===== src/host_bus_width_control_defs.vh =====
// Register offsets, field positions, reset values and timing counts for the host bus width control
`ifndef HOST_BUS_WIDTH_CONTROL_DEFS_VH
`define HOST_BUS_WIDTH_CONTROL_DEFS_VH
// Control register index; its byte address is four times the index
`define IDX_BUS_WIDTH_CTRL   8'hff
// AXI4-Lite byte addresses
`define OFF_BUS_WIDTH_CTRL   10'h3fc
`define OFF_UNLOCK           10'h000
`define OFF_BANK_SELECT      10'h004
`define UNLOCK_VALUE         8'hea
// Control register field positions
`define BIT_BUS16_STATUS     7
`define BIT_PTR_BANK_HI      6
`define BIT_PTR_BANK_LO      5
`define BIT_BANK_ENABLE      4
`define BIT_ROM16_ENABLE     3
`define BIT_FAST_WRITE       2
`define BIT_IO16_ENABLE      1
`define BIT_WIDE_MEMORY_INDICATION_ENABLE     0
// Reset values
`define CTRL_RESET           5'h00
`define PTR_BANK_RESET       2'h0
`define BANK_SELECT_RESET    2'h0
// Count loaded for one internal display-memory byte access, which occupies one cycle more
`define MEM_ACCESS_CYCLES    4'h3
// AXI response codes
`define RESP_OKAY            2'h0
`define RESP_SLVERR          2'h2
`endif


===== src/host_bus_width_control.v =====
// Host bus width control: width selection, write posting, byte splitting and bank strobes
`timescale 1ns/1ps
`include "host_bus_width_control_defs.vh"

module host_bus_width_control #(
  parameter ADDR_W = 18
) (
  input  wire              aclk,
  input  wire              aresetn,
  // AXI4-Lite slave
  input  wire [9:0]        s_axi_awaddr,
  input  wire              s_axi_awvalid,
  output reg               s_axi_awready,
  input  wire [31:0]       s_axi_wdata,
  input  wire [3:0]        s_axi_wstrb,
  input  wire              s_axi_wvalid,
  output reg               s_axi_wready,
  output reg  [1:0]        s_axi_bresp,
  output reg               s_axi_bvalid,
  input  wire              s_axi_bready,
  input  wire [9:0]        s_axi_araddr,
  input  wire              s_axi_arvalid,
  output reg               s_axi_arready,
  output reg  [31:0]       s_axi_rdata,
  output reg  [1:0]        s_axi_rresp,
  output reg               s_axi_rvalid,
  input  wire              s_axi_rready,
  // Host side
  input  wire              bus16_present,
  input  wire              cpu_mem_req,
  input  wire              cpu_mem_write,
  input  wire              cpu_io_req,
  input  wire [ADDR_W-1:0] cpu_addr,
  input  wire [15:0]       cpu_wdata,
  input  wire              high_byte_enable_input_n,
  input  wire              rom_decode_input_n,
  output reg               cpu_ready,
  output reg  [15:0]       cpu_rdata,
  output reg               wide_memory_indication_n,
  output reg               wide_io_indication_n,
  output reg               low_buffer_enable_n,
  output reg               high_buffer_enable_n,
  // Display memory side
  input  wire              pointer_fetch,
  input  wire              refresh_cycle,
  input  wire              row_strobe_req,
  input  wire              shift_clock_req,
  input  wire              transfer_req,
  input  wire [7:0]        mem_rdata,
  output reg  [ADDR_W-1:0] mem_addr,
  output reg  [7:0]        mem_wdata,
  output reg               mem_we,
  output reg               mem_cycle,
  output reg  [1:0]        pointer_addr_hi,
  output reg               extra_row_address,
  output reg               row_strobe_bank_zero_n,
  output reg               row_strobe_bank_one_n,
  output reg               row_strobe_bank_two_n,
  output reg               row_strobe_bank_three_n,
  output reg               serial_out_enable_bank_zero_n,
  output reg               serial_out_enable_bank_one_n,
  output reg               serial_out_enable_bank_two_n,
  output reg               serial_out_enable_bank_three_n,
  output reg  [3:0]        shift_clock_bank_n,
  output reg               transfer_output_enable_n
);

  localparam ST_IDLE   = 2'h0;
  localparam ST_LOW    = 2'h1;
  localparam ST_HIGH   = 2'h2;
  localparam ST_FINISH = 2'h3;

  // One-hot low-active bank decode, shared by strobe and serial enables
  function [3:0] bank_onehot_n;
    input [1:0] sel;
    begin
      bank_onehot_n = ~(4'h1 << sel);
    end
  endfunction

  reg  [4:0]        ctrl_q;
  reg  [1:0]        ptr_bank_q;
  reg               unlocked_q;
  reg  [1:0]        bank_select_q;
  reg  [9:0]        aw_addr_q;
  reg  [7:0]        w_data_q;
  reg               aw_have_q;
  reg               w_have_q;
  reg  [1:0]        state_q;
  reg               second_q;
  reg               posted_q;
  reg               wide_q;
  reg               is_write_q;
  reg  [ADDR_W-1:0] acc_addr_q;
  reg  [15:0]       acc_data_q;
  reg  [3:0]        cnt_q;
  reg               cpu_busy_q;

  wire bank_en   = ctrl_q[`BIT_BANK_ENABLE];
  wire rom16_en  = ctrl_q[`BIT_ROM16_ENABLE];
  wire fast_wr   = ctrl_q[`BIT_FAST_WRITE];
  wire io16_en   = ctrl_q[`BIT_IO16_ENABLE];
  wire wide_memory_indication_en  = ctrl_q[`BIT_WIDE_MEMORY_INDICATION_ENABLE];
  wire rom_hit   = ~rom_decode_input_n;
  wire wr_fire   = aw_have_q & w_have_q & ~s_axi_bvalid;
  wire [7:0] status_byte = {bus16_present, ptr_bank_q, ctrl_q};
  wire new_req   = cpu_mem_req & ~cpu_busy_q & (state_q == ST_IDLE);
  wire wide_req  = wide_memory_indication_en & ~high_byte_enable_input_n & ~cpu_addr[0];
  wire cnt_done  = (cnt_q == 4'h0);

  // AXI write address/data capture, either order
  always @(posedge aclk) begin
    if (!aresetn) begin
      aw_have_q     <= 1'b0;
      w_have_q      <= 1'b0;
      aw_addr_q     <= 10'h000;
      w_data_q      <= 8'h00;
      s_axi_awready <= 1'b0;
      s_axi_wready  <= 1'b0;
      s_axi_bvalid  <= 1'b0;
      s_axi_bresp   <= `RESP_OKAY;
    end else begin
      s_axi_awready <= ~aw_have_q & ~s_axi_awready & s_axi_awvalid;
      s_axi_wready  <= ~w_have_q & ~s_axi_wready & s_axi_wvalid;
      if (s_axi_awvalid & s_axi_awready) begin
        aw_have_q <= 1'b1;
        aw_addr_q <= s_axi_awaddr;
      end
      if (s_axi_wvalid & s_axi_wready) begin
        w_have_q <= 1'b1;
        w_data_q <= s_axi_wstrb[0] ? s_axi_wdata[7:0] : 8'h00;
      end
      if (wr_fire) begin
        aw_have_q    <= 1'b0;
        w_have_q     <= 1'b0;
        s_axi_bvalid <= 1'b1;
        case (aw_addr_q)
          `OFF_UNLOCK, `OFF_BANK_SELECT, `OFF_BUS_WIDTH_CTRL: s_axi_bresp <= `RESP_OKAY;
          default: s_axi_bresp <= `RESP_SLVERR;
        endcase
      end else if (s_axi_bvalid & s_axi_bready) begin
        s_axi_bvalid <= 1'b0;
      end
    end
  end

  // Register writes; control bits move only while unlocked
  always @(posedge aclk) begin
    if (!aresetn) begin
      ctrl_q        <= `CTRL_RESET;
      ptr_bank_q    <= `PTR_BANK_RESET;
      unlocked_q    <= 1'b0;
      bank_select_q <= `BANK_SELECT_RESET;
    end else if (wr_fire) begin
      case (aw_addr_q)
        `OFF_UNLOCK: unlocked_q <= (w_data_q == `UNLOCK_VALUE);
        `OFF_BANK_SELECT: bank_select_q <= w_data_q[1:0];
        `OFF_BUS_WIDTH_CTRL: begin
          if (unlocked_q) begin
            ctrl_q     <= w_data_q[4:0];
            ptr_bank_q <= w_data_q[6:5];
          end
        end
        default: ;
      endcase
    end
  end

  // AXI read channel; locked control register reads as zero
  always @(posedge aclk) begin
    if (!aresetn) begin
      s_axi_arready <= 1'b0;
      s_axi_rvalid  <= 1'b0;
      s_axi_rdata   <= 32'h00000000;
      s_axi_rresp   <= `RESP_OKAY;
    end else begin
      s_axi_arready <= ~s_axi_arready & ~s_axi_rvalid & s_axi_arvalid;
      if (s_axi_arvalid & s_axi_arready) begin
        s_axi_rvalid <= 1'b1;
        s_axi_rresp  <= `RESP_OKAY;
        case (s_axi_araddr)
          `OFF_UNLOCK: s_axi_rdata <= {31'h00000000, unlocked_q};
          `OFF_BANK_SELECT: s_axi_rdata <= {30'h00000000, bank_select_q};
          `OFF_BUS_WIDTH_CTRL: s_axi_rdata <= unlocked_q ? {24'h000000, status_byte} : 32'h00000000;
          default: begin
            s_axi_rdata <= 32'h00000000;
            s_axi_rresp <= `RESP_SLVERR;
          end
        endcase
      end else if (s_axi_rvalid & s_axi_rready) begin
        s_axi_rvalid <= 1'b0;
      end
    end
  end

  // Host width indications and ROM buffer enables, registered for clean pins
  always @(posedge aclk) begin
    if (!aresetn) begin
      wide_memory_indication_n <= 1'b1;
      wide_io_indication_n     <= 1'b1;
      low_buffer_enable_n      <= 1'b1;
      high_buffer_enable_n     <= 1'b1;
    end else begin
      wide_io_indication_n     <= ~(io16_en & cpu_io_req);
      wide_memory_indication_n <= ~((wide_memory_indication_en & cpu_mem_req) | (rom16_en & rom_hit));
      if (rom_hit & rom16_en) begin
        low_buffer_enable_n  <= cpu_addr[0];
        high_buffer_enable_n <= high_byte_enable_input_n;
      end else if (rom_hit) begin
        low_buffer_enable_n  <= 1'b0;
        high_buffer_enable_n <= 1'b1;
      end else begin
        low_buffer_enable_n  <= 1'b1;
        high_buffer_enable_n <= 1'b1;
      end
    end
  end

  // Access sequencer: one or two byte cycles, posted writes release CPU early
  always @(posedge aclk) begin
    if (!aresetn) begin
      state_q    <= ST_IDLE;
      second_q   <= 1'b0;
      posted_q   <= 1'b0;
      wide_q     <= 1'b0;
      is_write_q <= 1'b0;
      acc_addr_q <= {ADDR_W{1'b0}};
      acc_data_q <= 16'h0000;
      cnt_q      <= 4'h0;
      cpu_busy_q <= 1'b0;
      cpu_ready  <= 1'b1;
      cpu_rdata  <= 16'h0000;
    end else begin
      case (state_q)
        ST_IDLE: begin
          if (!cpu_mem_req) begin
            cpu_busy_q <= 1'b0;
            cpu_ready  <= 1'b1;
          end
          if (new_req) begin
            acc_addr_q <= cpu_addr;
            acc_data_q <= cpu_wdata;
            is_write_q <= cpu_mem_write;
            wide_q     <= wide_req;
            second_q   <= 1'b0;
            cnt_q      <= `MEM_ACCESS_CYCLES;
            state_q    <= ST_LOW;
            cpu_busy_q <= 1'b1;
            posted_q   <= cpu_mem_write & fast_wr;
            cpu_ready  <= cpu_mem_write & fast_wr;
          end
        end
        ST_LOW, ST_HIGH: begin
          // Posted write pending: a new CPU access is waited
          if (posted_q & cpu_mem_req & ~cpu_busy_q)
            cpu_ready <= 1'b0;
          else if (posted_q & ~cpu_mem_req)
            cpu_busy_q <= 1'b0;
          if (cnt_done) begin
            if (!is_write_q) begin
              if (second_q)
                cpu_rdata[15:8] <= mem_rdata;
              else
                cpu_rdata[7:0] <= mem_rdata;
            end
            if (wide_q & ~second_q) begin
              second_q <= 1'b1;
              cnt_q    <= `MEM_ACCESS_CYCLES;
              state_q  <= ST_HIGH;
            end else begin
              state_q <= ST_FINISH;
            end
          end else begin
            cnt_q <= cnt_q - 4'h1;
          end
        end
        ST_FINISH: begin
          posted_q <= 1'b0;
          state_q  <= ST_IDLE;
          if (!posted_q)
            cpu_ready <= 1'b1;
        end
        default: state_q <= ST_IDLE;
      endcase
    end
  end

  // Internal 8-bit memory port
  always @(posedge aclk) begin
    if (!aresetn) begin
      mem_addr  <= {ADDR_W{1'b0}};
      mem_wdata <= 8'h00;
      mem_we    <= 1'b0;
      mem_cycle <= 1'b0;
    end else begin
      mem_cycle <= (state_q == ST_LOW) | (state_q == ST_HIGH);
      mem_we    <= is_write_q & ((state_q == ST_LOW) | (state_q == ST_HIGH));
      mem_addr  <= acc_addr_q | {{(ADDR_W-1){1'b0}}, second_q};
      mem_wdata <= second_q ? acc_data_q[15:8] : acc_data_q[7:0];
    end
  end

  // Pointer address bits, bank strobes and video RAM controls
  always @(posedge aclk) begin
    if (!aresetn) begin
      pointer_addr_hi                <= 2'h0;
      extra_row_address              <= 1'b0;
      {row_strobe_bank_three_n, row_strobe_bank_two_n,
       row_strobe_bank_one_n, row_strobe_bank_zero_n} <= 4'hf;
      {serial_out_enable_bank_three_n, serial_out_enable_bank_two_n,
       serial_out_enable_bank_one_n, serial_out_enable_bank_zero_n} <= 4'hf;
      shift_clock_bank_n             <= 4'hf;
      transfer_output_enable_n       <= 1'b1;
    end else begin
      pointer_addr_hi   <= pointer_fetch ? ptr_bank_q : 2'h0;
      // Extra row line only meaningful for large DRAMs, so silent when banked
      extra_row_address <= ~bank_en & pointer_fetch & ptr_bank_q[1];
      if (!row_strobe_req)
        {row_strobe_bank_three_n, row_strobe_bank_two_n,
         row_strobe_bank_one_n, row_strobe_bank_zero_n} <= 4'hf;
      else if (!bank_en | refresh_cycle)
        {row_strobe_bank_three_n, row_strobe_bank_two_n,
         row_strobe_bank_one_n, row_strobe_bank_zero_n} <= 4'h0;
      else
        {row_strobe_bank_three_n, row_strobe_bank_two_n,
         row_strobe_bank_one_n, row_strobe_bank_zero_n} <=
          bank_onehot_n(pointer_fetch ? ptr_bank_q : bank_select_q);
      if (bank_en) begin
        {serial_out_enable_bank_three_n, serial_out_enable_bank_two_n,
         serial_out_enable_bank_one_n, serial_out_enable_bank_zero_n} <= bank_onehot_n(bank_select_q);
        shift_clock_bank_n <= shift_clock_req ? bank_onehot_n(bank_select_q) : 4'hf;
      end else begin
        {serial_out_enable_bank_three_n, serial_out_enable_bank_two_n,
         serial_out_enable_bank_one_n, serial_out_enable_bank_zero_n} <= 4'h0;
        shift_clock_bank_n <= shift_clock_req ? 4'h0 : 4'hf;
      end
      transfer_output_enable_n <= ~transfer_req;
    end
  end

endmodule // host_bus_width_control


===== config.mk =====
export PLATFORM = sky130hd
export DESIGN_NAME = host_bus_width_control
export DESIGN_NICKNAME = d
export VERILOG_FILES = /design/src/host_bus_width_control.v
export VERILOG_INCLUDE_DIRS = /design/src
export SDC_FILE = /design/constraint.sdc
export NUM_CORES = 1
export LEC_CHECK = 0
export BUFFER_PORTS_ARGS = -buffer_cell sky130_fd_sc_hd__buf_4
export CAP_MARGIN = 20
export CORE_ASPECT_RATIO = 0.5
export CORE_UTILIZATION = 34
export CTS_BUF_LIST = sky130_fd_sc_hd__clkbuf_4
export DETAILED_ROUTE_END_ITERATION = 8
export SYNTH_ARGS = -nofsm -noshare
export SYNTH_HDL_FRONTEND = slang
export SYNTH_SLANG_ARGS = --single-unit

===== constraint.sdc =====
create_clock -name aclk -period 1.5 [get_ports aclk]
set_input_delay 0.3 -clock aclk [delete_from_list [all_inputs] [get_ports aclk]]
set_output_delay 0.3 -clock aclk [all_outputs]
set_load 0.02 [all_outputs]

# ---- Yosys cells after proc, flatten, opt, wreduce, memory -nomap -nowiden
# Index checks and enable logic that the tools add are counted.
dict set report totals {
  regBits 181
  word_cells 197
  out_inout_bits 106
}
dict set report op_classes {
  reduce_logical 28
  add_sub_neg 1
  bitwise 53
  n_mux 48
  eq_ne 17
  shift 2
}
# op count
set op_table {}
lappend op_table {{bitwise AND 1 bit} 28}
lappend op_table {{two-way mux 1 bit} 27}
lappend op_table {{two-way mux 4 bit} 6}
lappend op_table {{two-way mux 8 bit} 3}
lappend op_table {{case mux 8 bit (3 select lines)} 1}
lappend op_table {{equality test 10 bit, second input constant} 2}
lappend op_table {{equality test 10 x 3 -> 1 bit, second input constant} 2}
lappend op_table {{zero test 10 bit} 2}
lappend op_table {{inverter 1 bit} 19}
lappend op_table {{OR 18 x 1 -> 18 bit} 1}
lappend op_table {{AND reduction 2 bit} 8}
lappend op_table {{AND reduction 4 bit} 4}
lappend op_table {{inequality test 2 bit, second input constant} 7}
lappend op_table {{two-way mux 2 bit} 5}
lappend op_table {{AND reduction 3 bit} 3}
lappend op_table {{equality test 8 bit, second input constant} 1}
lappend op_table {{inverter 4 bit} 2}
lappend op_table {{case mux 4 bit (2 select lines)} 1}
lappend op_table {{nonzero test 2 bit} 4}
lappend op_table {{<< shifter 1 x 2 -> 4 bit, first input constant} 2}
lappend op_table {{inequality test 3 bit, second input constant} 2}
lappend op_table {{case mux 1 bit (2 select lines)} 3}
lappend op_table {{case mux 2 bit (3 select lines)} 1}
lappend op_table {{OR reduction 3 bit} 2}
lappend op_table {{other kinds (9)} 13}

# ---- Depth between registers and ports, before layout
# Gate-level depths: netlist (run 1).
dict set report logic_depth {
  word_depth 5
  mapped_depth 7
  mapped_depth_nobuf 6
}

# ---- Worst setup path after synthesis (run 1)
# Ideal clock, no wire load.
dict set report synth_path {
  path_kind {register to register}
  from {register state_q[0]}
  to {register cpu_ready}
  path_stages_with_launch 8
  t_required_ns 1.362
  synth_period_minus_slack_ns 1.674
  path_buffers 1
  slack_ns -0.174
  t_arrival_ns 1.536
  path_cell_list {dfxtp_1 > inv_1 > ha_1 > clkbuf_1 > a21o_1 > a222oi_1 > and4_1 > o21ai_0}
}
dict set report synth_via {
  elab_chain_cells 4
  elab_cells_between_ends 12
  cone_classes {6 x eq/ne; 2 x mux; 1 x bitwise; 3 x reduce/logical}
}
# item line
set synth_lines {}
lappend synth_lines {{start: declaration} host_bus_width_control.v:89} ;# reg [1:0] state_q;
lappend synth_lines {{start signal: assignment} host_bus_width_control.v:222} ;# state_q <= ST_IDLE;
lappend synth_lines {{start signal: assignment} host_bus_width_control.v:247} ;# state_q <= ST_LOW;
lappend synth_lines {{start signal: assignment} host_bus_width_control.v:269} ;# state_q <= ST_HIGH;
lappend synth_lines {{equality test 2 x 1 -> 1 bit, or another cell as far along} host_bus_width_control.v:234} ;# case (state_q)
lappend synth_lines {{OR reduction 2 bit / bitwise AND 1 bit (equally long branches)} {host_bus_width_control.v:234, host_bus_width_control.v:107}}
lappend synth_lines {{inequality test 2 bit (no line), or another cell as far along} -}
lappend synth_lines {{AND reduction 3 bit (no line) / case mux 1 bit (3 select lines) (equally long branches)} -}
lappend synth_lines {{end signal: assignment} host_bus_width_control.v:250} ;# cpu_ready <= cpu_mem_write & fast_wr;
lappend synth_lines {{end: declaration} host_bus_width_control.v:37} ;# output reg cpu_ready,
# Several ways; a longest one is shown, not always the timed one.
# A chain may end at the register's enable or synchronous reset.

# ---- Final worst setup path (run 1)
dict set report layout_path {
  from {register cnt_q[1]}
  to {register cpu_rdata[3]}
}
dict set report layout_via {
  elab_chain_cells 2
}
# item line
set layout_lines {}
lappend layout_lines {{start: declaration} host_bus_width_control.v:96} ;# reg [3:0] cnt_q;
lappend layout_lines {{start signal: assignment} host_bus_width_control.v:246} ;# cnt_q <= `MEM_ACCESS_CYCLES;
lappend layout_lines {{start signal: assignment} host_bus_width_control.v:268} ;# cnt_q <= `MEM_ACCESS_CYCLES;
lappend layout_lines {{start signal: assignment} host_bus_width_control.v:274} ;# cnt_q <= cnt_q - 4'h1;
lappend layout_lines {{zero test 4 bit} host_bus_width_control.v:109} ;# wire cnt_done = (cnt_q == 4'h0);
lappend layout_lines {{AND reduction 4 bit (no line)} -}
lappend layout_lines {{end signal: assignment} host_bus_width_control.v:264} ;# cpu_rdata[7:0] <= mem_rdata;
lappend layout_lines {{end: declaration} host_bus_width_control.v:38} ;# output reg [15:0] cpu_rdata,
# Every way passes these cells.

==> results of run 1 <==
[what timing repair did]
action | CTS | global route
cloned | 0 | 1
hold buffers | 66 | 1
endpoints found under the hold margin | 80 | 1
pin swaps | 4 | 12
resized for setup | 5 | 31
buffers inserted | 3 | 5
endpoints found under the setup margin | 21 | 41
[report_power, final]
group,internal [mW],switching [mW]
Sequential,4.59,0.239
Clock,1.06,1.66
Combinational,1.75,1.84
[flip-flops by register name (all words and copies together) (netlist names), 4 cells and up]
register / flops
w_data_q: 8
mem_addr: 18
shift_clock_bank_n: 4
ctrl_q: 5
aw_addr_q: 10
acc_addr_q: 18
cpu_rdata: 16
acc_data_q: 16
s_axi_rdata: 8
cnt_q: 4
mem_wdata: 8
[placed cells by master (no fill, tap or decap), types with 6 or more instances in the layout]
| master | synthesis | final |
|---|---|---|
| sky130_fd_sc_hd__nor2_1 | 42 | 41 |
| sky130_fd_sc_hd__and2_1 | 19 | 19 |
| sky130_fd_sc_hd__mux2i_1 | 28 | 26 |
| sky130_fd_sc_hd__buf_6 | 1 | 6 |
| sky130_fd_sc_hd__dfxtp_2 | 0 | 11 |
| sky130_fd_sc_hd__a21oi_1 | 64 | 61 |
| sky130_fd_sc_hd__dfxtp_1 | 155 | 144 |
| sky130_fd_sc_hd__dlygate4sd3_1 | 0 | 67 |
| sky130_fd_sc_hd__nand2_1 | 134 | 134 |
| sky130_fd_sc_hd__clkbuf_4 | 0 | 17 |
| sky130_fd_sc_hd__nand3_1 | 31 | 29 |
| sky130_fd_sc_hd__nor3_1 | 8 | 7 |
| sky130_fd_sc_hd__nand2b_1 | 7 | 7 |
| sky130_fd_sc_hd__buf_4 | 27 | 195 |
| sky130_fd_sc_hd__a22o_1 | 6 | 6 |
| sky130_fd_sc_hd__conb_1 | 1 | 26 |
| sky130_fd_sc_hd__o21ai_0 | 21 | 20 |
[worst register-to-register path: stages, from the launching register on]
cell	delay, ns
sky130_fd_sc_hd__dfxtp_2	0.35
sky130_fd_sc_hd__inv_2	0.07
sky130_fd_sc_hd__ha_4	0.13
sky130_fd_sc_hd__nor3b_4	0.24
sky130_fd_sc_hd__nor4b_4	0.29
sky130_fd_sc_hd__buf_12	0.18
sky130_fd_sc_hd__mux2i_2	0.21
sky130_fd_sc_hd__nor2_1	0.05
[cell type report]
cell class,count,area [um2],share of cell area [%]
clock buffers,17,128,1.49
inverters,11,43.8,0.513
well taps,227,284,3.32
clock inverters,15,178,2.08
flip-flops and latches,155,3120,36.5
repair buffers,271,2260,26.5
multi-input cells,445,2530,29.6
[final timing paths]
check | from | endpoint
worst min register to register | ctrl_q[1]$_SDFFE_PN0P_ | wide_io_indication_n$_SDFF_PN1_
worst max register to register | cnt_q[1]$_SDFFE_PN0P_ | cpu_rdata[3]$_SDFFE_PN0P_
worst min-delay path | cpu_addr[0] | acc_addr_q[0]$_SDFFE_PN0P_
worst max-delay path | cnt_q[1]$_SDFFE_PN0P_ | cpu_rdata[3]$_SDFFE_PN0P_
[stage by stage]
stage               std cells  setup WS, ns  TNS (ns)
finish                   1141        -0.114     -1.23
global route             1141        -0.204     -3.34
CTS                      1134       -0.0988    -0.833
detailed placement       1033        -0.130     -1.27
global placement         1033       -0.0830    -0.634
floorplan                 670       -0.0549    -0.321
[kinds of logic (layout without fill, tap and decap cells)]
family	after synthesis	after routing	share of synthesized area (%)
fa+ha+maj	4	4	0.865
mux	28	28	4.84
buf+inv	70	314	6.59
compound gates	111	111	11.2
other cells	1	26	0.0648
simple gates	276	276	22.8
flops	155	155	53.6
[metal layers]
layer,global-route usage (%),up-vias
met4,5.87,0
li1,-,2649
met1,20.8,2457
met5,0,-
met3,3.66,18
met2,30.2,137
==> run summary, run 1 <==
TIMING
----------------------------------------------------------------------------------
Final critical delay including setup and external delays                   1.61 ns
Max Clock Skew                                                           0.0172 ns
Actual slew at the worst max-slew pin                                     0.582 ns
Max-slew headroom                                                            61.2%
F_max                                                                      619 MHz
Final hold vios                                                                  0
Share of the clock period used by the worst path after layout                 108%
Worst hold margin                                                        0.0491 ns
Setup slack of the critical path after layout                            -0.114 ns
Setup repair after global routing missed its margin                            yes
Final max-slew violation count                                                   0
Final setup violation count                                                     21

WORST SETUP PATH
----------------------------------------------------------------------------------
CP startpoint kind                                                            flop
Slowest CP cell                                                       sky130_fd_sc_hd__dfxtp_2
Buffers plus inverters on the worst setup path                                   2
Internal reg-to-reg setup slack                                           -0.11 ns
Crit-path max FO                                                                 8
Critical Setup Path Class                                               reg -> reg
Cells along the critical path                                         inv_2, ha_4, nor3b_4, nor4b_4, buf_12, mux2i_2, nor2_1
Worst path arrival time                                                    2.04 ns
Worst reg-to-reg path cell count                                                 7
Required @ worst endpoint                                                  1.92 ns
Sort of element at the end of the critical path                               flop
Count of cell instances traversed by the critical path                           7
Largest delay contributor family on the critical path                 simple AND/OR/NAND/NOR gates
Crit path largest cell delay                                               0.35 ns

PLACEMENT
----------------------------------------------------------------------------------
Placed cell area                                                          7360 um2
Placer's final routability congestion estimate                               0.817
Number of port buffers                                                         168
Half-perimeter wire length after placement                                 10.1 mm

STATUS
----------------------------------------------------------------------------------
Result of the run                                                     finished, violations left
Violations in the final reports                                       setup timing

YOSYS
----------------------------------------------------------------------------------
EDFF count, synth                                                                0
Fraction of synthesis flops using an asynchronous set or reset pin              0%
Average cell area after synthesis                                         8.97 um2
Cell types occupying the most area after synthesis                    sky130_fd_sc_hd__dfxtp_1 (54%), sky130_fd_sc_hd__nand2_1 (8.7%), sky130_fd_sc_hd__a21oi_1 (5.5%)
Yosys cell types                                                                52
Area leader, netlist                                                  sky130_fd_sc_hd__dfxtp_1
Fraction of post-synthesis cell area in the top cell type by area            53.6%
Share of synthesized area occupied by flip-flops and latches                 53.6%
Count of synthesis-stage warnings from yosys                                     0
Synth Flop Type                                                       sky130_fd_sc_hd__dfxtp_1
Mapped Area                                                               5790 um2
Synth top cells by count                                              sky130_fd_sc_hd__dfxtp_1 (155), sky130_fd_sc_hd__nand2_1 (134), sky130_fd_sc_hd__a21oi_1 (64), sky130_fd_sc_hd__nor2_1 (42), sky130_fd_sc_hd__nand3_1 (31)
Cells after Synth                                                              645
Most repeated cell in the gate-level netlist after synthesis          sky130_fd_sc_hd__dfxtp_1
Register bit total from synthesis                                              155

FLOORPLANNING
----------------------------------------------------------------------------------
Total core area                                                         16,500 um2
Die Outline Area                                                        17,600 um2
Initial Util                                                                 35.0%
Row cnt                                                                         33
Number of top-level pins                                                       222
Die W                                                                       187 um
Die height                                                                 94.3 um

ROUTE
----------------------------------------------------------------------------------
Detailed Routing Iterations Pass 1                                               6
Initial drt markers                                                            206
Highest routed layer                                                          met4
Wire length on met2                                                        7.44 mm
Post-Route WL                                                              15.2 mm
Wire length on met1                                                        6.90 mm
Antenna Violating Nets Remaining                                                 0
Drt wl/cell                                                                13.3 um
Number of vias after detailed routing                                        5,261
Final routed DRC violation total                                                 0
Met3 routed WL                                                              631 um
Number of vias per cell                                                       4.61

GRT
----------------------------------------------------------------------------------
Pin count of the biggest net entering global routing                            59
Total global routing track utilization                                       17.1%
First-pass GRT wire length                                                 23.9 mm
Initial antenna violation count                                                  0
Final global-route overflow total                                                0
Number of global-route vias before repair                                    4,977

LAYOUT
----------------------------------------------------------------------------------
Net count reported at finish                                                 1,021
Number of inserted filler cells in the final layout                          1,555
Fin area                                                                  8540 um2
Area added between synthesis and finish                                      47.6%
Post-route core utilization                                                  51.7%
Ant diodes                                                                       0
Share of final-layout standard cells stronger than drive strength 1          30.2%

CLOCKING
----------------------------------------------------------------------------------
Cts bufs inserted                                                               17
TritonCTS clock tree                                                          done
CTS HTree Levels                                                                 4
Maximum buffer depth of the clock tree                                           2
Root Buffer Master                                                    sky130_fd_sc_hd__clkbuf_4
Num Clock Sinks                                                                155
Worst-path clk slew                                                        0.14 ns
Worst skew pair latency                                                    0.53 ns

POWER
----------------------------------------------------------------------------------
Maximum resistive drop on vdd                                             0.656 mV
Leak Pwr                                                                   3.65 nW
Final Total Pwr                                                            11.1 mW
Power density over the cells                                           1300 nW/um2

WORST HOLD PATH
----------------------------------------------------------------------------------
HP Class                                                                 in -> reg
Hold Path Stages                                                                 3

JOB
----------------------------------------------------------------------------------
Number of maximum-capacitance violations                                         0

(Power assumes the default switching activity.)
==> inputs of run 2 (changes only) <==
--- a/config.mk
+++ b/config.mk
@@ -9,9 +9,10 @@
 export BUFFER_PORTS_ARGS = -buffer_cell sky130_fd_sc_hd__buf_4
 export CAP_MARGIN = 20
 export CORE_ASPECT_RATIO = 0.5
-export CORE_UTILIZATION = 34
+export CORE_UTILIZATION = 46
 export CTS_BUF_LIST = sky130_fd_sc_hd__clkbuf_4
 export DETAILED_ROUTE_END_ITERATION = 8
+export PLACE_DENSITY = 0.79
 export SYNTH_ARGS = -nofsm -noshare
 export SYNTH_HDL_FRONTEND = slang
 export SYNTH_SLANG_ARGS = --single-unit
==> run summary, run 2 (synthesized netlist as in run 1, its figures left out) <==
ROUTE
-------------------------------------------------------------------------------------
Number of vias per cell                                                          4.97   +7.9%
Drt wl/cell                                                                   13.9 um   +5.0%
Detailed Routing Iterations Pass 1                                                  5   -1
Initial drt markers                                                               355   +72%
Antenna Violating Nets Remaining                                                    0   unchanged
Post-Route WL                                                                 15.0 mm   -1.1%
Number of vias after detailed routing                                           5,348   +1.7%
Final routed DRC violation total                                                    0   unchanged

LAYOUT
-------------------------------------------------------------------------------------
Area added between synthesis and finish                                         43.7%
Commonest non-fill, non-tap cells in the layout                          sky130_fd_sc_hd__buf_4 (197), sky130_fd_sc_hd__dfxtp_1 (148), sky130_fd_sc_hd__nand2_1 (134)
Ant diodes                                                                          0   unchanged
Net count reported at finish                                                    1,017   -0.39%
Fin area                                                                     8320 um2   -2.6%
Share of final-layout standard cells stronger than drive strength 1             28.5%   -1.7 points
Filler-free cell count of the finished design                                   1,075   -5.8%
Registers with the highest flip-flop counts                              acc_addr_q x18, mem_addr x18
Most frequent standard cell in the layout excluding fill and tap cells   sky130_fd_sc_hd__buf_4

WORST SETUP PATH
-------------------------------------------------------------------------------------
Crit path largest cell delay                                                  0.35 ns   about the same
Cells along the critical path                                            inv_2, ha_4, inv_1, nor4b_4, buf_12, mux2i_2, nor2_1
Slowest CP cell                                                          sky130_fd_sc_hd__dfxtp_2
CP startpoint kind                                                               flop
Critical Setup Path Class                                                  reg -> reg
Internal reg-to-reg setup slack                                              -0.09 ns   +0.02 ns
Required @ worst endpoint                                                     1.93 ns   about the same
Sort of element at the end of the critical path                                  flop
Worst path arrival time                                                       2.02 ns   -0.02 ns
Crit-path max FO                                                                    8   unchanged

FLOORPLANNING
-------------------------------------------------------------------------------------
Die W                                                                          161 um   -14%
Total core area                                                            12,100 um2   -27%
Number of top-level pins                                                          222   unchanged
Die height                                                                    81.3 um   -14%
Initial Util                                                                    48.0%   +13 points
Die Outline Area                                                           13,100 um2   -26%
Row cnt                                                                            28   -15%

GRT
-------------------------------------------------------------------------------------
Number of global-route vias before repair                                       4,908   -1.4%
First-pass GRT wire length                                                    23.1 mm   -3.3%
Pin count of the biggest net entering global routing                               42   -29%
Initial antenna violation count                                                     0   unchanged
Total global routing track utilization                                          22.5%   +5.4 points
Final global-route overflow total                                                   0   unchanged

TIMING
-------------------------------------------------------------------------------------
Max Clock Skew                                                              0.0188 ns   +0.00153 ns
Final hold vios                                                                     0   unchanged
Final max-slew violation count                                                      0   unchanged
Final critical delay including setup and external delays                      1.59 ns   -0.0234 ns
Setup repair after global routing missed its margin                               yes
Final setup violation count                                                        11   -48%
Post-route setup TNS                                                        -0.605 ns   +0.630 ns
Setup slack of the critical path after layout                              -0.0909 ns   +0.0234 ns
Actual slew at the worst max-slew pin                                        0.657 ns   +0.0746 ns
Share of the clock period used by the worst path after layout                    106%   -1.6 points
F_max                                                                         629 MHz   +1.5%
Max-slew headroom                                                               56.2%   -5.0 points

CLOCKING
-------------------------------------------------------------------------------------
Maximum buffer depth of the clock tree                                              2   unchanged
CTS HTree Levels                                                                    4   unchanged
Root Buffer Master                                                       sky130_fd_sc_hd__clkbuf_4
TritonCTS clock tree                                                             done
Worst-path clk slew                                                           0.13 ns   about the same
Worst skew pair latency                                                       0.55 ns   +0.02 ns
Cts bufs inserted                                                                  17   unchanged
Num Clock Sinks                                                                   155   unchanged

PLACEMENT
-------------------------------------------------------------------------------------
Cell total after placement                                                        973   -5.8%
Placer's final routability congestion estimate                                  0.833   +1.9%
Number of port buffers                                                            168   unchanged
Placed cell area                                                             7270 um2   -1.2%
Half-perimeter wire length after placement                                    9.75 mm   -3.3%

WORST HOLD PATH
-------------------------------------------------------------------------------------
HP Class                                                                    in -> reg

POWER
-------------------------------------------------------------------------------------
Leak Pwr                                                                      3.59 nW   -1.5%
Maximum resistive drop on vdd                                                0.717 mV   +9.3%
Power density over the cells                                              1300 nW/um2   -0.43%
Share of total power in combinational logic                                     31.3%   -1.0 points
Proportion of power drawn by flip-flops and latches                             44.9%   +1.6 points
Switching power of the nets                                                   3.54 mW   -5.3%
Switch share                                                                    32.8%   -0.76 points
Portion of total power attributed to the clock network                          23.8%   -0.6 points
Final Total Pwr                                                               10.8 mW   -3.1%
Internal Power                                                                7.26 mW   -2.0%

JOB
-------------------------------------------------------------------------------------
Number of maximum-capacitance violations                                            0   unchanged

STATUS
-------------------------------------------------------------------------------------
Violations in the final reports                                          setup timing
Result of the run                                                        finished, violations left

==> run 2: power by group through the flow <==
stage / clock (mW) / combinational [mW] / sequential [mW]
global route: 2.83 / 3.65 / 4.90
global placement: 0 / 2.88 / 4.89
detailed placement: 0 / 2.96 / 4.91
floorplan: 0 / 1.62 / 5.13
CTS: 2.63 / 3.19 / 4.82
finish: 2.58 / 3.38 / 4.84
==> run 2: layout make-up <==
type / instances / area [um2]
well taps: 165 / 206
fillers: 907 / 3730
clock buffers: 17 / 128
flip-flops and latches: 155 / 3110
inverters: 11 / 41.3
repair buffers: 267 / 2190
clock inverters: 15 / 164
multi-input cells: 445 / 2470
==> run 2: worst paths after layout <==
check | startpoint | endpoint | cells after the start
setup / recovery | state_q[0]$_SDFFE_PN0P_ | cpu_rdata[7]$_SDFFE_PN0P_ | 7
hold / removal | cpu_mem_write | is_write_q$_SDFFE_PN0P_ | 3
setup reg to reg | state_q[0]$_SDFFE_PN0P_ | cpu_rdata[7]$_SDFFE_PN0P_ | 7
hold reg to reg | acc_addr_q[11]$_SDFFE_PN0P_ | acc_addr_q[11]$_SDFFE_PN0P_ | 2
==> run 2: stage by stage <==
| step | hold slack [ns] | util (%) | worst slack (ns) |
|---|---|---|---|
| after floorplan | 0.362 | - | -0.0549 |
| after global placement | 0.408 | 60.3 | -0.0289 |
| after detailed placement | 0.410 | 60.3 | -0.101 |
| after CTS | 0.000584 | 68.3 | -0.0987 |
| after global routing | 0.00210 | 69.0 | -0.203 |
| final | 0.0290 | 69.0 | -0.0909 |
==> run 2: worst max-delay path: cells and delay by family, from the launching register on <==
kind / cells / cell delay, ns
adder cells (fa/ha/maj): 1 / 0.29
buffers and inverters: 3 / 0.31
flip-flops: 1 / 0.35
multiplexers: 1 / 0.22
AND/OR/NAND/NOR: 2 / 0.32
==> run 2: repair_timing <==
item	CTS	global route
hold endpoints to repair	76	1
setup buffers	3	2
hold buffers	64	1
endpoints found under the setup margin	12	29
pin swaps	6	5
gates resized for setup	4	12
cloned	0	0
==> run 2: layer usage <==
layer / track usage (%) / routed length [um] / vias to the layer above
met3: 4.49 / 746 / 41
met1: 25.9 / 6420 / 2485
met5: 0 / 0 / -
met2: 40.5 / 7400 / 185
li1: - / - / 2637
met4: 12.1 / 414 / 0
==> inputs of run 3 (changes only) <==
--- a/config.mk
+++ b/config.mk
@@ -8,11 +8,13 @@
 export LEC_CHECK = 0
 export BUFFER_PORTS_ARGS = -buffer_cell sky130_fd_sc_hd__buf_4
 export CAP_MARGIN = 20
+export CELL_PAD_IN_SITES_DETAIL_PLACEMENT = 0
+export CELL_PAD_IN_SITES_GLOBAL_PLACEMENT = 2
 export CORE_ASPECT_RATIO = 0.5
-export CORE_UTILIZATION = 46
+export CORE_UTILIZATION = 26
 export CTS_BUF_LIST = sky130_fd_sc_hd__clkbuf_4
 export DETAILED_ROUTE_END_ITERATION = 8
-export PLACE_DENSITY = 0.79
+export PLACE_DENSITY_LB_ADDON = 0.1
 export SYNTH_ARGS = -nofsm -noshare
 export SYNTH_HDL_FRONTEND = slang
 export SYNTH_SLANG_ARGS = --single-unit
==> run summary, run 3 (synthesized netlist as in run 1, its figures left out) <==
GRT
-------------------------------------------------------------------------------------
Global-route layer with the greatest usage                                       met2
Total global routing track utilization                                          15.1%   -7.4 points
Number of global-route vias before repair                                       5,077   +3.4%
GRT met1 Usage                                                                  19.6%   -6.3 points
Final global-route overflow total                                                   0   unchanged
GRT met2 Usage                                                                  23.7%   -17 points
Grt met3 use                                                                    4.11%   -0.38 points
First-pass GRT wire length                                                    26.4 mm   +14%
Pin count of the biggest net entering global routing                               75   +79%
Initial antenna violation count                                                     0   unchanged

CLOCKING
-------------------------------------------------------------------------------------
Worst skew pair latency                                                       0.56 ns   about the same
Num Clock Sinks                                                                   155   unchanged
Maximum buffer depth of the clock tree                                              2   unchanged
TritonCTS clock tree                                                             done
Root Buffer Master                                                       sky130_fd_sc_hd__clkbuf_4
CTS HTree Levels                                                                    4   unchanged
Worst-path clk slew                                                           0.13 ns   about the same
Cts bufs inserted                                                                  17   unchanged

WORST SETUP PATH
-------------------------------------------------------------------------------------
Worst path arrival time                                                       2.10 ns   +0.08 ns
Crit-path max FO                                                                    5   -3
Internal reg-to-reg setup slack                                              -0.13 ns   -0.04 ns
Critical register-to-register path startpoint                            cnt_q[1]$_SDFFE_PN0P_
Worst reg-to-reg path cell count                                                    9   +2
Required @ worst endpoint                                                     1.98 ns   +0.05 ns
CP startpoint kind                                                               flop
Reg2reg end                                                              cnt_q[0]$_SDFFE_PN0P_
Critical Setup Path Class                                                  reg -> reg
Sort of element at the end of the critical path                                  flop

TIMING
-------------------------------------------------------------------------------------
Final max-slew violation count                                                      0   unchanged
Setup repair after global routing missed its margin                               yes
Setup slack of the critical path after layout                               -0.127 ns   -0.0363 ns
Final critical delay including setup and external delays                      1.63 ns   +0.0363 ns
Actual slew at the worst max-slew pin                                        0.693 ns   +0.0359 ns
Final setup violation count                                                        13   +2
Final hold vios                                                                     0   unchanged
Worst hold margin                                                            0.118 ns   +0.0891 ns
Share of the clock period used by the worst path after layout                    108%   +2.4 points
Max Clock Skew                                                              0.0184 ns   -0.000341 ns
Max-slew headroom                                                               53.8%   -2.4 points
F_max                                                                         615 MHz   -2.2%

LAYOUT
-------------------------------------------------------------------------------------
Net count reported at finish                                                    1,030   +1.3%
Fin area                                                                     8680 um2   +4.4%
Post-route core utilization                                                     40.0%   -29 points
Share of final-layout standard cells stronger than drive strength 1             29.0%   +0.53 points
Registers with the highest flip-flop counts                              acc_addr_q x18, mem_addr x18
Ant diodes                                                                          0   unchanged
Commonest non-fill, non-tap cells in the layout                          sky130_fd_sc_hd__buf_4 (190), sky130_fd_sc_hd__dfxtp_1 (143), sky130_fd_sc_hd__nand2_1 (134)
Multi-input combinational cell area                                          2480 um2   +0.51%
Register area                                                                3120 um2   +0.20%
Most frequent standard cell in the layout excluding fill and tap cells   sky130_fd_sc_hd__buf_4
Number of inserted filler cells in the final layout                             2,234   +150%
Area added between synthesis and finish                                         50.0%

POWER
-------------------------------------------------------------------------------------
Leak Pwr                                                                      3.67 nW   +2.2%
Switching power of the nets                                                   3.54 mW   about the same
Portion of total power attributed to the clock network                          23.1%   -0.7 points
Maximum resistive drop on vdd                                                0.396 mV   -45%
Internal Power                                                                7.26 mW   about the same
Power density over the cells                                              1240 nW/um2   -4.2%
Switch share                                                                    32.8%   about the same
Share of total power in combinational logic                                     32.2%   +0.9 points
Proportion of power drawn by flip-flops and latches                             44.7%   -0.2 points

ROUTE
-------------------------------------------------------------------------------------
Initial drt markers                                                               210   -41%
Number of vias after detailed routing                                           5,189   -3.0%
Number of vias per cell                                                          4.25   -15%
Drt wl/cell                                                                   13.6 um   -2.1%
Post-Route WL                                                                 16.7 mm   +11%
Antenna Violating Nets Remaining                                                    0   unchanged
Detailed Routing Iterations Pass 1                                                  4   -1
Final routed DRC violation total                                                    0   unchanged

PLACEMENT
-------------------------------------------------------------------------------------
Placed cell area                                                             7500 um2   +3.1%
Placer's final routability congestion estimate                                  0.722   -13%
Half-perimeter wire length after placement                                    11.3 mm   +16%
Number of port buffers                                                            168   unchanged

JOB
-------------------------------------------------------------------------------------
Number of maximum-capacitance violations                                            0   unchanged

FLOORPLANNING
-------------------------------------------------------------------------------------
Row cnt                                                                            38   +36%
Total core area                                                            21,700 um2   +80%
Die height                                                                     108 um   +32%
Initial Util                                                                    26.6%   -21 points
Number of top-level pins                                                          222   unchanged
Die W                                                                          213 um   +33%
Die Outline Area                                                           22,900 um2   +75%

WORST HOLD PATH
-------------------------------------------------------------------------------------
End of the worst hold path                                               high_buffer_enable_n$_SDFF_PN1_
Hold Path Stages                                                                    3   unchanged
HP Class                                                                    in -> reg
Startpoint of the tightest hold check path                                    aresetn

STATUS
-------------------------------------------------------------------------------------
Result of the run                                                        finished, violations left
Violations in the final reports                                          setup timing

run 3: per-stage QoR:
stage / setup TNS [ns] / instances / power, mW / setup WS (ns)
floorplan: -0.321 / 670 / 6.75 / -0.0549
CTS: -0.990 / 1217 / 10.9 / -0.111
finish: -1.12 / 1221 / 10.8 / -0.127
detailed placement: -0.841 / 1109 / 8.03 / -0.0982
global placement: -0.521 / 1109 / 7.98 / -0.0636
global route: -2.17 / 1221 / 11.5 / -0.184
run 3: layout make-up:
| class | instances | area share [%] |
|---|---|---|
| clock inverter | 12 | 1.47 |
| multi-input combinational | 445 | 28.6 |
| inverter | 11 | 0.504 |
| sequential | 155 | 35.9 |
| tap | 300 | 4.32 |
| clock buffer | 18 | 1.56 |
| timing repair buffer | 280 | 27.6 |
run 3: worst max path at each step:
stage / start / end / slack (ns)
2_1_floorplan: state_q[0]$_SDFFE_PN0P_ / cpu_ready$_SDFFE_PN1P_ / -0.05
3_3_place_gp: state_q[0]$_SDFFE_PN0P_ / cpu_rdata[4]$_SDFFE_PN0P_ / -0.06
3_5_place_dp: state_q[0]$_SDFFE_PN0P_ / cpu_rdata[5]$_SDFFE_PN0P_ / -0.1
4_1_cts: state_q[0]$_SDFFE_PN0P_ / cpu_rdata[0]$_SDFFE_PN0P_ / -0.11
5_1_grt: state_q[0]$_SDFFE_PN0P_ / cpu_ready$_SDFFE_PN1P_ / -0.18
6_report: cnt_q[1]$_SDFFE_PN0P_ / cnt_q[0]$_SDFFE_PN0P_ / -0.13
run 3: repair_timing:
| action | CTS | global route |
|---|---|---|
| pin swaps | 6 | 14 |
| endpoints found under the hold margin | 93 | 0 |
| setup endpoints to repair | 15 | 31 |
| hold buffers | 78 | 0 |
| cloned | 0 | 1 |
| resized for setup | 9 | 23 |
| buffers inserted | 1 | 3 |
run 3: critical path: stages (launching register included):
cell and delay, ns:
sky130_fd_sc_hd__dfxtp_2 0.36, sky130_fd_sc_hd__inv_2 0.05, sky130_fd_sc_hd__ha_4 0.14, sky130_fd_sc_hd__nor3b_4 0.15, sky130_fd_sc_hd__buf_4 0.14, sky130_fd_sc_hd__buf_6 0.11, sky130_fd_sc_hd__a32oi_1 0.16, sky130_fd_sc_hd__buf_4 0.17
sky130_fd_sc_hd__nor2_1 0.04, sky130_fd_sc_hd__a311oi_1 0.22
run 3: routing by layer:
metal / part of all wire, % / wire, um / vias to the layer above
met5: 0 / 0 / -
met4: 1.1 / 187 / 0
met3: 4.8 / 799 / 13
met2: 45 / 7560 / 112
met1: 49 / 8120 / 2413
li1: - / - / 2651
run 3: power by group through the flow:
stage / logic, mW / clock network, mW / registers, mW
3_5_place_dp: 3.11 / 0 / 4.93
6_report: 3.47 / 2.50 / 4.83
4_1_cts: 3.34 / 2.68 / 4.83
5_1_grt: 3.82 / 2.85 / 4.88
3_3_place_gp: 3.06 / 0 / 4.92
2_1_floorplan: 1.62 / 0 / 5.13
